`src/rtl/fcs_map.vh`:
```
/*
 Constants for the configuration start-up sequencer: timing counts,
 bitstream fields and start-up tap defaults.
 Assumes a 250 MHz core clock and plain `define use by includers.
*/
`ifndef FCS_MAP_VH
`define FCS_MAP_VH
// ------------------------------------------------------------
// Timing
// ------------------------------------------------------------
`define FCS_CLK_PERIOD_NS 4
`define FCS_POR_TIME_NS 16000000
`define FCS_POR_CYCLES (`FCS_POR_TIME_NS / `FCS_CLK_PERIOD_NS)
`define FCS_MASTER_POR_MULT 4
`define FCS_INIT_WAIT_NS 50000
`define FCS_INIT_WAIT_CYCLES \
  ((`FCS_INIT_WAIT_NS + `FCS_CLK_PERIOD_NS - 1) / `FCS_CLK_PERIOD_NS)
`define FCS_MODE_DELAY 2'h2
`define FCS_OSC_DIV 16'h0008
`define FCS_SLOW_HALF 16'h0040
`define FCS_FAST_FACTOR 16'h0008
`define FCS_EXTRA_CLOCKS 3'h4
// ------------------------------------------------------------
// Bitstream
// ------------------------------------------------------------
`define FCS_PREAMBLE 4'h2
`define FCS_LEN_BITS 24
`define FCS_ERR_BITS 4
`define FCS_ERR_PATTERN 4'h6
`define FCS_RATE_BIT_POS 16'h0001
`define FCS_NUM_FRAMES 16'h0010
`define FCS_FRAME_BITS 16'h0020
`define FCS_FIFO_DEPTH 4
// ------------------------------------------------------------
// Start-up taps
// ------------------------------------------------------------
`define FCS_TAP_DONE 2'h1
`define FCS_TAP_IO 2'h2
`define FCS_TAP_GSR 2'h3
`define FCS_SU_SYNC_STAGE 3
`endif

```
`src/rtl/fcs_sequencer.v`:
```
/*
 Configuration start-up sequencer with its bit FIFO: memory clear,
 initialisation handshake, preamble and length parsing, frame loading,
 daisy-chain output and the five-stage start-up register.
 Assumes pins arrive asynchronously to core_clk and that the frame
 memory accepts bits under frame_wr_ready.
*/
// Functional notes
// - Clear frames on oscillator while power-on delay runs or reconfig held
// - Each pass end checks delay and request; one more pass then init
// - From reset drive low_during_config, init, done low; high_during high
// - Release init pin only after the last clearing pass
// - Master waits 50-250 us of init high before taking it inactive
// - Two clocks after init high, sample the three mode pins
// - Source sends 0010 then 24-bit length; store as clock count
// - Four configuration clocks beyond length count finish configuration; code sets cfg_complete_r on the fifth
// - Daisy output high while loading own frames, then forward data
// - Master clocks slow until rate bit decoded; fast is eightfold
// - Frame is start, data, error field; error halts, init low
// - Request released: one more clear, then start unless init held
// - Reconfiguration request low forces init output low
// - External init low delays; mode pins captured after release
// - Start-up when memory full and clock count equals length
// - Next clock edge sets stage 0 of 5-bit start-up register
// - Register taps release done, activate user I/O, end set/reset
// - The three events may be ordered in any sequence by option
// - Default: done first, I/O one clock later, set/reset one more
// - Stages after first clocked by config clock or user clock
// - Gated mode: wire-ANDed done pin feeds stage 3, stalls start-up
// - With config clock, stages zero through three give all timing
// - Power-up only clear delay 16 ms, four times in master mode
// - Clock counter starts on the very first configuration clock
`timescale 1ns/100ps
`include "fcs_map.vh"

module fcs_fifo #(
  parameter W = 1,
  parameter D = `FCS_FIFO_DEPTH,
  parameter AW = 2
) (
  input wire core_clk,
  input wire rst_n,
  input wire in_valid,
  output wire in_ready,
  input wire [W-1:0] in_data,
  output wire out_valid,
  input wire out_ready,
  output wire [W-1:0] out_data
);
  reg [W-1:0] mem_r [0:D-1];
  reg [AW-1:0] wp_r;
  reg [AW-1:0] rp_r;
  reg [AW:0] cnt_r;
  wire push = in_valid & in_ready;
  wire pop = out_valid & out_ready;
  assign in_ready = (cnt_r != D[AW:0]);
  assign out_valid = (cnt_r != {(AW+1){1'b0}});
  assign out_data = mem_r[rp_r];
  always @(posedge core_clk) begin
    if (push)
      mem_r[wp_r] <= in_data;
  end
  always @(posedge core_clk) begin
    if (!rst_n) begin
      wp_r <= {AW{1'b0}};
      rp_r <= {AW{1'b0}};
      cnt_r <= {(AW+1){1'b0}};
    end else begin
      if (push)
        wp_r <= (wp_r == D[AW-1:0] - 1'b1) ? {AW{1'b0}} : wp_r + 1'b1;
      if (pop)
        rp_r <= (rp_r == D[AW-1:0] - 1'b1) ? {AW{1'b0}} : rp_r + 1'b1;
      cnt_r <= cnt_r + {{AW{1'b0}}, push} - {{AW{1'b0}}, pop};
    end
  end
endmodule

module fcs_sequencer #(
  parameter [31:0] POR_CYCLES = `FCS_POR_CYCLES,
  parameter [31:0] INIT_WAIT_CYCLES = `FCS_INIT_WAIT_CYCLES,
  parameter [15:0] NUM_FRAMES = `FCS_NUM_FRAMES,
  parameter [15:0] FRAME_BITS = `FCS_FRAME_BITS,
  parameter [15:0] OSC_DIV = `FCS_OSC_DIV,
  parameter [15:0] SLOW_HALF = `FCS_SLOW_HALF
) (
  input wire core_clk,
  input wire rst_n,
  input wire program_n_pin,
  input wire init_pin_in,
  output reg init_pin_oe_r,
  input wire done_pin_in,
  output reg done_pin_oe_r,
  input wire [2:0] mode_select,
  input wire config_clock_in,
  output reg config_clock_out_r,
  output reg config_clock_oe_r,
  input wire din,
  output reg dout_r,
  input wire user_startup_clock,
  input wire opt_user_clock,
  input wire opt_gated_start,
  input wire [1:0] opt_tap_done,
  input wire [1:0] opt_tap_io,
  input wire [1:0] opt_tap_gsr,
  output reg high_during_config_r,
  output reg low_during_config_n_r,
  output reg user_io_active_r,
  output reg global_set_reset_hold_r,
  output reg clear_active_r,
  output reg frame_wr_valid_r,
  output reg frame_wr_data_r,
  input wire frame_wr_ready,
  output reg [2:0] cfg_mode_r,
  output reg fast_rate_r,
  output reg frame_error_r,
  output reg cfg_complete_r,
  output reg fifo_room_r
);
  // ------------------------------------------------------------
  // States
  // ------------------------------------------------------------
  localparam [8:0] ST_CLEAR = 9'h001;
  localparam [8:0] ST_LAST = 9'h002;
  localparam [8:0] ST_INITW = 9'h004;
  localparam [8:0] ST_MODE = 9'h008;
  localparam [8:0] ST_PRE = 9'h010;
  localparam [8:0] ST_LEN = 9'h020;
  localparam [8:0] ST_FRAME = 9'h040;
  localparam [8:0] ST_PASS = 9'h080;
  localparam [8:0] ST_ERR = 9'h100;
  localparam [15:0] FAST_HALF = SLOW_HALF / `FCS_FAST_FACTOR;

  // ------------------------------------------------------------
  // Synchronisers
  // ------------------------------------------------------------
  reg [1:0] prog_sy_r, init_sy_r, done_sy_r, config_clock_sy_r, din_sy_r;
  reg [1:0] uclk_sy_r;
  reg [2:0] mode_sy0_r, mode_sy1_r;
  reg config_clock_d_r, uclk_d_r;
  always @(posedge core_clk) begin
    if (!rst_n) begin
      prog_sy_r <= 2'h0;
      init_sy_r <= 2'h0;
      done_sy_r <= 2'h0;
      config_clock_sy_r <= 2'h0;
      din_sy_r <= 2'h0;
      uclk_sy_r <= 2'h0;
      mode_sy0_r <= 3'h0;
      mode_sy1_r <= 3'h0;
      config_clock_d_r <= 1'b0;
      uclk_d_r <= 1'b0;
    end else begin
      prog_sy_r <= {prog_sy_r[0], program_n_pin};
      init_sy_r <= {init_sy_r[0], init_pin_in};
      done_sy_r <= {done_sy_r[0], done_pin_in};
      config_clock_sy_r <= {config_clock_sy_r[0], config_clock_in};
      din_sy_r <= {din_sy_r[0], din};
      uclk_sy_r <= {uclk_sy_r[0], user_startup_clock};
      mode_sy0_r <= mode_select;
      mode_sy1_r <= mode_sy0_r;
      config_clock_d_r <= config_clock_sy_r[1];
      uclk_d_r <= uclk_sy_r[1];
    end
  end
  wire prog_s = prog_sy_r[1];
  wire init_s = init_sy_r[1];
  wire done_s = done_sy_r[1];
  wire din_s = din_sy_r[1];
  wire uclk_edge = uclk_sy_r[1] & ~uclk_d_r;

  // ------------------------------------------------------------
  // Registers
  // ------------------------------------------------------------
  reg [8:0] st_r;
  reg por_busy_r, master_r, last_r, start_hit_r;
  reg [31:0] tmr_r;
  reg [15:0] osc_r, clr_frame_r, div_r, bitc_r, frame_idx_r;
  reg [23:0] len_r, clk_cnt_r;
  reg [3:0] pre_sh_r, err_sh_r;
  reg [1:0] fph_r;
  reg [4:0] su_r;
  reg [2:0] extra_r;
  wire fifo_in_ready, fifo_out_valid, fifo_bit;

  // ------------------------------------------------------------
  // Configuration clock
  // ------------------------------------------------------------
  wire loading = |(st_r & (ST_PRE | ST_LEN | ST_FRAME));
  wire cfg_run = |(st_r & (ST_PRE | ST_LEN | ST_FRAME | ST_PASS));
  wire [15:0] half = fast_rate_r ? FAST_HALF : SLOW_HALF;
  wire div_hit = (div_r >= half - 16'h0001);
  // Master stalls its own clock while the FIFO is full
  wire m_edge = master_r & cfg_run & ~cfg_complete_r & div_hit &
                ~config_clock_out_r & fifo_in_ready;
  wire s_edge = ~master_r & cfg_run & config_clock_sy_r[1] & ~config_clock_d_r;
  wire cfg_edge = m_edge | s_edge;
  wire su_edge = opt_user_clock ? uclk_edge : cfg_edge;
  wire pop = fifo_out_valid & frame_wr_ready;
  wire osc_tick = (osc_r == OSC_DIV - 16'h0001);
  wire pass_end = osc_tick & (clr_frame_r == NUM_FRAMES - 16'h0001);
  wire [31:0] por_lim = master_r ?
    POR_CYCLES * `FCS_MASTER_POR_MULT : POR_CYCLES;

  fcs_fifo #(
    .W(1),
    .D(`FCS_FIFO_DEPTH),
    .AW(2)
  ) u_fifo (
    .core_clk(core_clk),
    .rst_n(rst_n),
    .in_valid(cfg_edge & loading),
    .in_ready(fifo_in_ready),
    .in_data(din_s),
    .out_valid(fifo_out_valid),
    .out_ready(frame_wr_ready),
    .out_data(fifo_bit)
  );

  // ------------------------------------------------------------
  // Main sequence
  // ------------------------------------------------------------
  always @(posedge core_clk) begin
    if (!rst_n) begin
      st_r <= ST_CLEAR;
      por_busy_r <= 1'b1;
      master_r <= 1'b0;
      tmr_r <= 32'h0000_0000;
      osc_r <= 16'h0000;
      clr_frame_r <= 16'h0000;
      div_r <= 16'h0000;
      bitc_r <= 16'h0000;
      frame_idx_r <= 16'h0000;
      len_r <= 24'h00_0000;
      clk_cnt_r <= 24'h00_0000;
      pre_sh_r <= 4'hF;
      err_sh_r <= 4'h0;
      fph_r <= 2'h0;
      last_r <= 1'b0;
      config_clock_out_r <= 1'b0;
      config_clock_oe_r <= 1'b0;
      dout_r <= 1'b1;
      cfg_mode_r <= 3'h0;
      fast_rate_r <= 1'b0;
      frame_error_r <= 1'b0;
      frame_wr_valid_r <= 1'b0;
      frame_wr_data_r <= 1'b0;
      clear_active_r <= 1'b1;
      fifo_room_r <= 1'b0;
    end else begin
      frame_wr_valid_r <= 1'b0;
      fifo_room_r <= fifo_in_ready & loading;
      master_r <= (st_r == ST_CLEAR || st_r == ST_LAST) ?
                  ~mode_sy1_r[0] : master_r;
      if (por_busy_r)
        tmr_r <= tmr_r + 32'h0000_0001;
      if (por_busy_r && tmr_r >= por_lim) begin
        por_busy_r <= 1'b0;
        tmr_r <= 32'h0000_0000;
      end
      osc_r <= osc_tick ? 16'h0000 : osc_r + 16'h0001;
      // Master clock divider
      if (master_r && cfg_run && !cfg_complete_r) begin
        config_clock_oe_r <= 1'b1;
        if (div_hit && (config_clock_out_r || fifo_in_ready)) begin
          div_r <= 16'h0000;
          config_clock_out_r <= ~config_clock_out_r;
        end else if (!div_hit) begin
          div_r <= div_r + 16'h0001;
        end
      end else begin
        div_r <= 16'h0000;
        config_clock_out_r <= 1'b0;
        config_clock_oe_r <= master_r & cfg_run;
      end
      if (cfg_edge)
        clk_cnt_r <= clk_cnt_r + 24'h00_0001;
      // Daisy chain output
      if (cfg_edge) begin
        if (st_r == ST_PRE || st_r == ST_LEN || st_r == ST_PASS)
          dout_r <= din_s;
        else
          dout_r <= 1'b1;
      end
      if (!prog_s && st_r != ST_CLEAR) begin
        st_r <= ST_CLEAR;
        clr_frame_r <= 16'h0000;
        clk_cnt_r <= 24'h00_0000;
        len_r <= 24'h00_0000;
        last_r <= 1'b0;
        clear_active_r <= 1'b1;
      end else begin
        case (st_r)
          ST_CLEAR: begin
            clear_active_r <= 1'b1;
            if (osc_tick)
              clr_frame_r <= pass_end ? 16'h0000 :
                             clr_frame_r + 16'h0001;
            if (pass_end && !por_busy_r && prog_s)
              st_r <= ST_LAST;
          end
          ST_LAST: begin
            if (osc_tick)
              clr_frame_r <= pass_end ? 16'h0000 :
                             clr_frame_r + 16'h0001;
            if (pass_end) begin
              st_r <= ST_INITW;
              clear_active_r <= 1'b0;
              tmr_r <= 32'h0000_0000;
            end
          end
          ST_INITW: begin
            // Held low from outside: keep waiting
            if (!init_s)
              tmr_r <= 32'h0000_0000;
            else if (!master_r || tmr_r >= INIT_WAIT_CYCLES) begin
              st_r <= ST_MODE;
              tmr_r <= 32'h0000_0000;
            end else
              tmr_r <= tmr_r + 32'h0000_0001;
          end
          ST_MODE: begin
            tmr_r <= tmr_r + 32'h0000_0001;
            if (tmr_r[1:0] == `FCS_MODE_DELAY - 2'h1) begin
              cfg_mode_r <= mode_sy1_r;
              master_r <= ~mode_sy1_r[0];
              st_r <= ST_PRE;
              clk_cnt_r <= 24'h00_0000;
              pre_sh_r <= 4'hF;
              fast_rate_r <= 1'b0;
              frame_idx_r <= 16'h0000;
              last_r <= 1'b0;
            end
          end
          ST_PRE: begin
            if (pop) begin
              pre_sh_r <= {pre_sh_r[2:0], fifo_bit};
              if ({pre_sh_r[2:0], fifo_bit} == `FCS_PREAMBLE) begin
                st_r <= ST_LEN;
                bitc_r <= 16'h0000;
              end
            end
          end
          ST_LEN: begin
            if (pop) begin
              len_r <= {len_r[22:0], fifo_bit};
              bitc_r <= bitc_r + 16'h0001;
              if (bitc_r == `FCS_LEN_BITS - 1) begin
                st_r <= ST_FRAME;
                fph_r <= 2'h0;
              end
            end
          end
          ST_FRAME: begin
            if (pop) begin
              case (fph_r)
                2'h0: begin
                  if (!fifo_bit) begin
                    fph_r <= 2'h1;
                    bitc_r <= 16'h0000;
                  end
                end
                2'h1: begin
                  frame_wr_valid_r <= 1'b1;
                  frame_wr_data_r <= fifo_bit;
                  if (master_r && frame_idx_r == 16'h0000 &&
                      bitc_r == `FCS_RATE_BIT_POS)
                    fast_rate_r <= ~fifo_bit;
                  bitc_r <= bitc_r + 16'h0001;
                  if (bitc_r == FRAME_BITS - 16'h0001) begin
                    fph_r <= 2'h2;
                    bitc_r <= 16'h0000;
                  end
                end
                2'h2: begin
                  err_sh_r <= {err_sh_r[2:0], fifo_bit};
                  bitc_r <= bitc_r + 16'h0001;
                  if (bitc_r == `FCS_ERR_BITS - 1) begin
                    fph_r <= 2'h0;
                    if ({err_sh_r[2:0], fifo_bit} != `FCS_ERR_PATTERN) begin
                      st_r <= ST_ERR;
                      frame_error_r <= 1'b1;
                    end else if (frame_idx_r == NUM_FRAMES - 16'h0001) begin
                      st_r <= ST_PASS;
                      last_r <= 1'b1;
                    end else
                      frame_idx_r <= frame_idx_r + 16'h0001;
                  end
                end
                default: fph_r <= 2'h0;
              endcase
            end
          end
          ST_PASS: st_r <= ST_PASS;
          ST_ERR: st_r <= ST_ERR;
          default: st_r <= ST_CLEAR;
        endcase
      end
    end
  end

  // ------------------------------------------------------------
  // Start-up register
  // ------------------------------------------------------------
  wire su_clear = (st_r == ST_CLEAR);
  wire [4:1] su_nxt;
  genvar k;
  generate
    for (k = 1; k < 5; k = k + 1) begin : g_stage
      wire gate = (k == `FCS_SU_SYNC_STAGE) ?
                  (~opt_gated_start | done_s) : 1'b1;
      assign su_nxt[k] = (su_edge && gate) ?
                         su_r[k-1] : su_r[k];
    end
  endgenerate

  always @(posedge core_clk) begin
    if (!rst_n) begin
      start_hit_r <= 1'b0;
      su_r <= 5'h00;
      extra_r <= 3'h0;
      cfg_complete_r <= 1'b0;
    end else if (su_clear) begin
      start_hit_r <= 1'b0;
      su_r <= 5'h00;
      extra_r <= 3'h0;
      cfg_complete_r <= 1'b0;
    end else begin
      start_hit_r <= last_r & (clk_cnt_r == len_r);
      su_r[4:1] <= su_nxt;
      if (cfg_edge && start_hit_r)
        su_r[0] <= 1'b1;
      if (cfg_edge && su_r[0] && !cfg_complete_r) begin
        extra_r <= extra_r + 3'h1;
        if (extra_r == `FCS_EXTRA_CLOCKS - 3'h1)
          cfg_complete_r <= 1'b1;
      end
    end
  end

  // ------------------------------------------------------------
  // Status pins
  // ------------------------------------------------------------
  always @(posedge core_clk) begin
    if (!rst_n) begin
      init_pin_oe_r <= 1'b1;
      done_pin_oe_r <= 1'b1;
      high_during_config_r <= 1'b1;
      low_during_config_n_r <= 1'b0;
      user_io_active_r <= 1'b0;
      global_set_reset_hold_r <= 1'b1;
    end else begin
      init_pin_oe_r <= ~prog_s | clear_active_r |
                       (st_r == ST_ERR);
      done_pin_oe_r <= ~su_r[opt_tap_done];
      user_io_active_r <= su_r[opt_tap_io];
      global_set_reset_hold_r <= ~su_r[opt_tap_gsr];
      high_during_config_r <= ~su_r[opt_tap_io];
      low_during_config_n_r <= su_r[opt_tap_io];
    end
  end
endmodule
```
`config.mk`:
```
export PLATFORM = sky130hd
export DESIGN_NAME = fcs_sequencer
export DESIGN_NICKNAME = d
export VERILOG_FILES = /design/src/rtl/fcs_sequencer.v
export VERILOG_INCLUDE_DIRS = /design/src /design/src/rtl
export SDC_FILE = /design/constraint.sdc
export NUM_CORES = 1
export LEC_CHECK = 0
export BUFFER_PORTS_ARGS = -buffer_cell sky130_fd_sc_hd__buf_2
export CORE_ASPECT_RATIO = 0.75
export CORE_MARGIN = 2
export CORE_UTILIZATION = 50
export DETAILED_ROUTE_END_ITERATION = 8
export PLACE_DENSITY = 0.77
export RECOVER_POWER = 50
export SYNTH_ARGS = -nofsm -noshare
export SYNTH_HDL_FRONTEND = slang
export SYNTH_HIERARCHICAL = 1
export SYNTH_SLANG_ARGS = --single-unit
```
`constraint.sdc`:
```
create_clock -name core_clk -period 3.25 [get_ports core_clk]
set_clock_uncertainty 0.2 [all_clocks]
set_input_delay 0.325 -clock core_clk [delete_from_list [all_inputs] [get_ports core_clk]]
set_output_delay 0.325 -clock core_clk [all_outputs]
set_load 0.02 [all_outputs]
```
# After elaboration in Yosys (flattened, before gate mapping)
# Memory sizes are Yosys's and may differ from the RTL's. A register that Yosys moved wholly into a read port is not among the register bits.
# Cells that the tools add are included.
[totals]
register_bits = 233
ram_bits = 4
inputBits = 20
memories = 1
[memory_table]
columns = ["memory", "depth", "width", "rd", "rd_ports_with_merged_regs", "write_ports", "line", "text"]
rows = [
  ["u_fifo.mem_r", 4, 1, 1, 1, 1, "fcs_sequencer.v:50", "reg [W-1:0] mem_r [0:D-1];"],
]
[op_classes]
n_addsub = 13
magnitude_cmp = 6
n_eq_ne = 49
muxes = 87
bitwise_logic = 36
n_reduce_logical = 54
[op_table]
columns = ["op", "n"]
rows = [
  ["$mux W16", 13],
  ["$mux W32", 6],
  ["$mux W9", 14],
  ["$mux W24", 4],
  ["$pmux W16 S3", 2],
  ["$pmux W32 S3", 1],
  ["$pmux W9 S9", 1],
  ["$add A16 B1 Y16 const B", 5],
  ["$add A32 B1 Y32 const B", 1],
  ["$eq A16 B4 Y1 const B", 2],
  ["$eq A16 B5 Y1 const B", 2],
  ["$ge A32 B14 Y1 const B", 1],
  ["$ge A32 B24 Y1", 1],
  ["$pmux W16 S2", 1],
  ["$add A24 B1 Y24 const B", 1],
  ["$eq A24 B24 Y1", 1],
  ["$reduce_and A8 Y1", 3],
  ["$mux W1", 23],
  ["$mux W2", 10],
  ["$ne A2 B2 Y1 const B", 10],
  ["$not A1 Y1", 17],
  ["$eq A16 B1 Y1 const B", 1],
  ["$eq A16 B2 Y1 const B", 1],
  ["$eq A16 B3 Y1 const B", 1],
  ["other kinds (50)", 123],
]

# Depth between registers and ports, before layout
[depth]
ltp_word = 11
mapped_depth = 18
ltp_nobuf = 16

# By module
# The synthesis kept the hierarchy.
[by_module_without_submodules]
columns = ["mod", "instances", "cells_per_inst", "area_each_um2", "seq_area_each_um2"]
rows = [
  ["fcs_sequencer", 1, 1305, 10834.1, 4524.3],
  ["fcs_fifo", 1, 57, 631.9, 300.3],
]

# Least setup slack after synthesis
# Ideal clock, no wire load.
[synth_path]
path_type = "register -> register"
start = "reg fast_rate_r"
end = "reg u_fifo.cnt_r[2]"
setup_time_ps = 115
arrival_ps = 3347
slack_ps = -412
stages_incl_launch_ff = 18
period_less_slack_ps = 3662
cell_sequence = "dfxtp_1 > ha_1 > a31o_2 > a21oi_1 > o2111ai_1 > a21oi_1 > clkbuf_1 > nor2_1 > and2_4 > inv_1 > ha_1 > inv_1 > ha_1 > inv_1 > fa_1 > xnor2_1 > xnor2_1 > and2_1"
[synth_between]
elab_chain_cells = 11
[synth_rtl]
columns = ["element", "line", "text"]
rows = [
  ["start, declared", "fcs_sequencer.v:114", "output reg fast_rate_r,"],
  ["start signal, assigned", "fcs_sequencer.v:367", "fast_rate_r <= ~fifo_bit;"],
  ["$mux W7", "fcs_sequencer.v:190", "wire [15:0] half = fast_rate_r ? FAST_HALF : SLOW_HALF;"],
  ["$sub A7 B1 Y8", "fcs_sequencer.v:191", "wire div_hit = (div_r >= half - 16'h0001);"],
  ["$ge A16 B16 Y1", "fcs_sequencer.v:191", ""],
  ["$and A1 B1 Y1 (2 in a row)", "fcs_sequencer.v:193", "wire m_edge = master_r & cfg_run & ~cfg_complete_r & div_hit &"],
  ["$and A1 B1 Y1", "fcs_sequencer.v:194", "~config_clock_out_r & fifo_in_ready;"],
  ["$or A1 B1 Y1", "fcs_sequencer.v:196", "wire cfg_edge = m_edge | s_edge;"],
  ["$and A1 B1 Y1", "fcs_sequencer.v:211", ".in_valid(cfg_edge & loading),"],
  ["$and A1 B1 Y1", "fcs_sequencer.v:54", "wire push = in_valid & in_ready;"],
  ["$add A3 B1 Y3", "fcs_sequencer.v:73", "cnt_r <= cnt_r + {{AW{1'b0}}, push} - {{AW{1'b0}}, pop};"],
  ["$sub A3 B1 Y3", "fcs_sequencer.v:73", ""],
  ["end signal, assigned", "fcs_sequencer.v:67", "cnt_r <= {(AW+1){1'b0}};"],
  ["end signal, assigned", "fcs_sequencer.v:73", ""],
  ["end, declared", "fcs_sequencer.v:53", "reg [AW:0] cnt_r;"],
]
# Every way passes these cells.
# A chain may end at the register's enable or synchronous reset.

# Worst setup path in the final report
# Same ends and word-level chain as after synthesis.

==> results.cfg <==
[cts]
h-tree-depth = 1
clk_path_buf_depth = 3
numCtsBuffers = 24
cts.sinks = 239
cts_tree = done
clk_pin_slew_worst_paths_ns = 0.06
clk_root_buffer_cell = clkbuf_16
clk_latency_ns = 0.51

[yosys]
async_flop_share = 0
synth-simple-area-share = 0.2964
ys_ff_latch = 239
synth_compound_area_frac = 0.1066
syn_area_per_cell_um2 = 8.419
netlist_instances = 1362
yosys.area_share.adder = 0.03994
synth_top_flop_cell = dfxtp_1
syn-num-nets = 1418
synth.yosys.seq_area_share = 0.4208
syn-cell-area_um2 = 11470
yosys.cell_types.count = 72
yosys_warnings = 6
synth_area_leaders = dfxtp_1 41%, nand2_1 5.1%, xnor2_1 4.7%
yosysTopAreaCell = dfxtp_1
synth_xor_area_frac = 0.08326
synth_edf_count = 4
synth_top_family_by_area = simple AND/OR/NAND/NOR gates
synth_top_area_frac = 0.4103
synthMuxAreaShare = 0.01910

[worst_setup_path]
crit_path_max_fanout = 6
crit_path_start = fast_rate_r
r2r-start = fast_rate_r
crit_type = reg -> reg
cp-end-kind = flop
crit_arrival_ns = 3.37
start_kind = flop
worstPathRequired_ns = 3.45

[power_and_ir_drop]
power.leakage_uw = 0.004904
p_switching_uw = 1420
p_sw_frac = 0.2246
power.share.clock = 0.454
combPwrFrac = 0.067
powerDensity_nw_per_um2 = 476.4
ir_worst_vdd_mv = 0.4524
p_int_uw = 4902
pwr-share-seq = 0.479
p_total_uw = 6322

[die]
start_util = 0.5145
dieArea_um2 = 24170
core_um2 = 22290
die_w_um = 178.9
io_pins = 39
rows = 47
fp.dieH_um = 135.1

[routing]
first_iter_violations = 833
dr_wl_met3_um = 1568
drcViolationCount = 0
num_vias = 9862
via_per_inst = 5.671
top_layer = met4
wl_met2_um = 12170
wl_met1_um = 13010
wire_per_inst_um = 15.68
drtPass1Iterations = 5
ant_nets = 0
routed_wl_um = 27270

[finish]
layout-drive-gt1-share = 0.1204
syn_to_final_growth_pct = 15.72
final_common_cell = dfxtp_1
final_cell_mix = 233 x dfxtp_1, 155 x nand2_1, 135 x nor2_1
stdcell_area_um2 = 13270
antenna_cells = 0
utilization = 0.5954
nets = 1485
fillers = 1903

[sta]
finalHoldViolations = 0
layout_setup_ws_ns = 0.08280
layout_min_cycle_time_ns = 3.167
rsz0062_at_grt = true
final_max_slew_viol_count = 0
post-route-period-util = 0.9745
worstMarginPinSlew_ns = 0.8988
setup-violations-final = 0
relSlewSlack = 0.3980
hold_slack_ns = 0.07531
max_freq_ghz = 0.3157

[global_route]
grt_pass1_vias = 9171
grt_start_max_net_pins = 42
track_usage = 0.2257
grt_pass1_wl_um = 45140
overflow = 0
antenna_found_initial = 0

[placed_design]
place_area_um2 = 12220
dp_hpwl_um = 18910
place.gp.congestion = 0.8868
pre_cts_ws_ns = -0.03600
portBuffers = 38

[job]
cap_viol_max_count = 0

[outcome]
run_status = finished, final reports clean

[hold_path]
hp-class = in -> reg
min_from = opt_tap_io[1]
stage by stage:
| stage | cells | setup TNS [ns] |
|---|---|---|
| 2_1_floorplan | 1362 | -0.05790 |
| 3_3_place_gp | 1679 | 0 |
| 3_5_place_dp | 1679 | -0.03600 |
| 4_1_cts | 1736 | 0 |
| 5_1_grt | 1739 | -0.04162 |
| 6_report | 1739 | 0 |
Yosys cell counts (all sizes together), types with 8 or more instances:
cell	number
mux2i	14
nand2b	13
a31oi	13
nor2b	13
nand4	42
clkbuf	55
and4	8
a21o	11
xor2	48
or2	8
ha	35
a21boi	11
nand2	155
nor4	33
inv	36
nor3b	8
o21ai	52
nor2	138
and2	42
o21a	12
and3	27
a21oi	63
nor3	43
buf	8
nand3	79
or3	19
dfxtp	235
xnor2	61
power by group through the flow:
stage | Clock [uW] | Combinational (uW) | Sequential [uW]
2_1_floorplan | 0 | 282 | 3090
3_3_place_gp | 0 | 389 | 3090
3_5_place_dp | 0 | 405 | 3090
4_1_cts | 2910 | 421 | 3030
5_1_grt | 3040 | 465 | 3040
6_report | 2870 | 422 | 3030
routing by layer:
layer  vias to the layer above  GRT usage
met1                      4646     0.3274
met4                         0    0.05149
met5                         -          0
met3                        44    0.03255
li1                       4890          -
met2                       282     0.3558
worst paths after layout:
check,endpoint,slack [ns],cells past startpoint
worst max-delay path,u_fifo/cnt_r[2],0.08,16
worst min-delay path,user_io_active_r,0.08,3
worst max register to register,u_fifo/cnt_r[2],0.08,16
worst min register to register,mode_sy1_r[2],0.23,1
cell families (layout without fill, tap and decap cells):
kind of cell / after synthesis / after routing
DFF: 239 / 239
muxes: 18 / 18
buffers and inverters: 99 / 182
adders and majority gates: 36 / 36
xor gates and xnor gates: 109 / 109
and+or+nand+nor: 664 / 664
AOI/OAI and AO/OA: 197 / 197
final cells by class:
class / count / area (um^2) / share of cell area
flip-flops and latches: 239 / 4830 / 0.3640
clock inverters: 7 / 88.84 / 0.006695
inverters: 36 / 135.1 / 0.01018
repair buffers: 104 / 716.9 / 0.05403
well taps: 294 / 367.9 / 0.02772
multi-input cells: 1024 / 6396 / 0.4820
clock buffers: 35 / 734.5 / 0.05535
sequential cells by signal, indices dropped and copies added (netlist names), 3 cells and up, named ones only:
name	cells
clr_frame_r	16
su_r	4
u_fifo/cnt_r	3
mode_sy0_r	3
bitc_r	16
cfg_mode_r	3
mode_sy1_r	3
len_r	24
clk_cnt_r	24
pre_sh_r	3
err_sh_r	3
osc_r	16
frame_idx_r	16
tmr_r	32
st_r	9
u_fifo/mem_r	4
extra_r	3
div_r	16
worst max-delay path: stages, from the launching register on:
cell and delay, ns:
dfxtp_4 0.39, ha_4 0.20, a31o_4 0.24, a21oi_4 0.16
o2111ai_4 0.13, a21oi_2 0.24, nor2_4 0.08, and2_4 0.17
inv_2 0.06, ha_4 0.19, inv_2 0.06, ha_4 0.12
inv_2 0.03, fa_2 0.36, xnor2_2 0.15, xnor2_1 0.12
and2_1 0.15
timing repair:
action / CTS / global route
pin swaps: 0 / 3
gates resized for setup: 1 / 11
hold endpoints to repair: 14 / 0
hold buffers: 15 / 0
buffers inserted: 0 / 3
setup endpoints to repair: 1 / 12
Power figures use the tool's default switching activity.
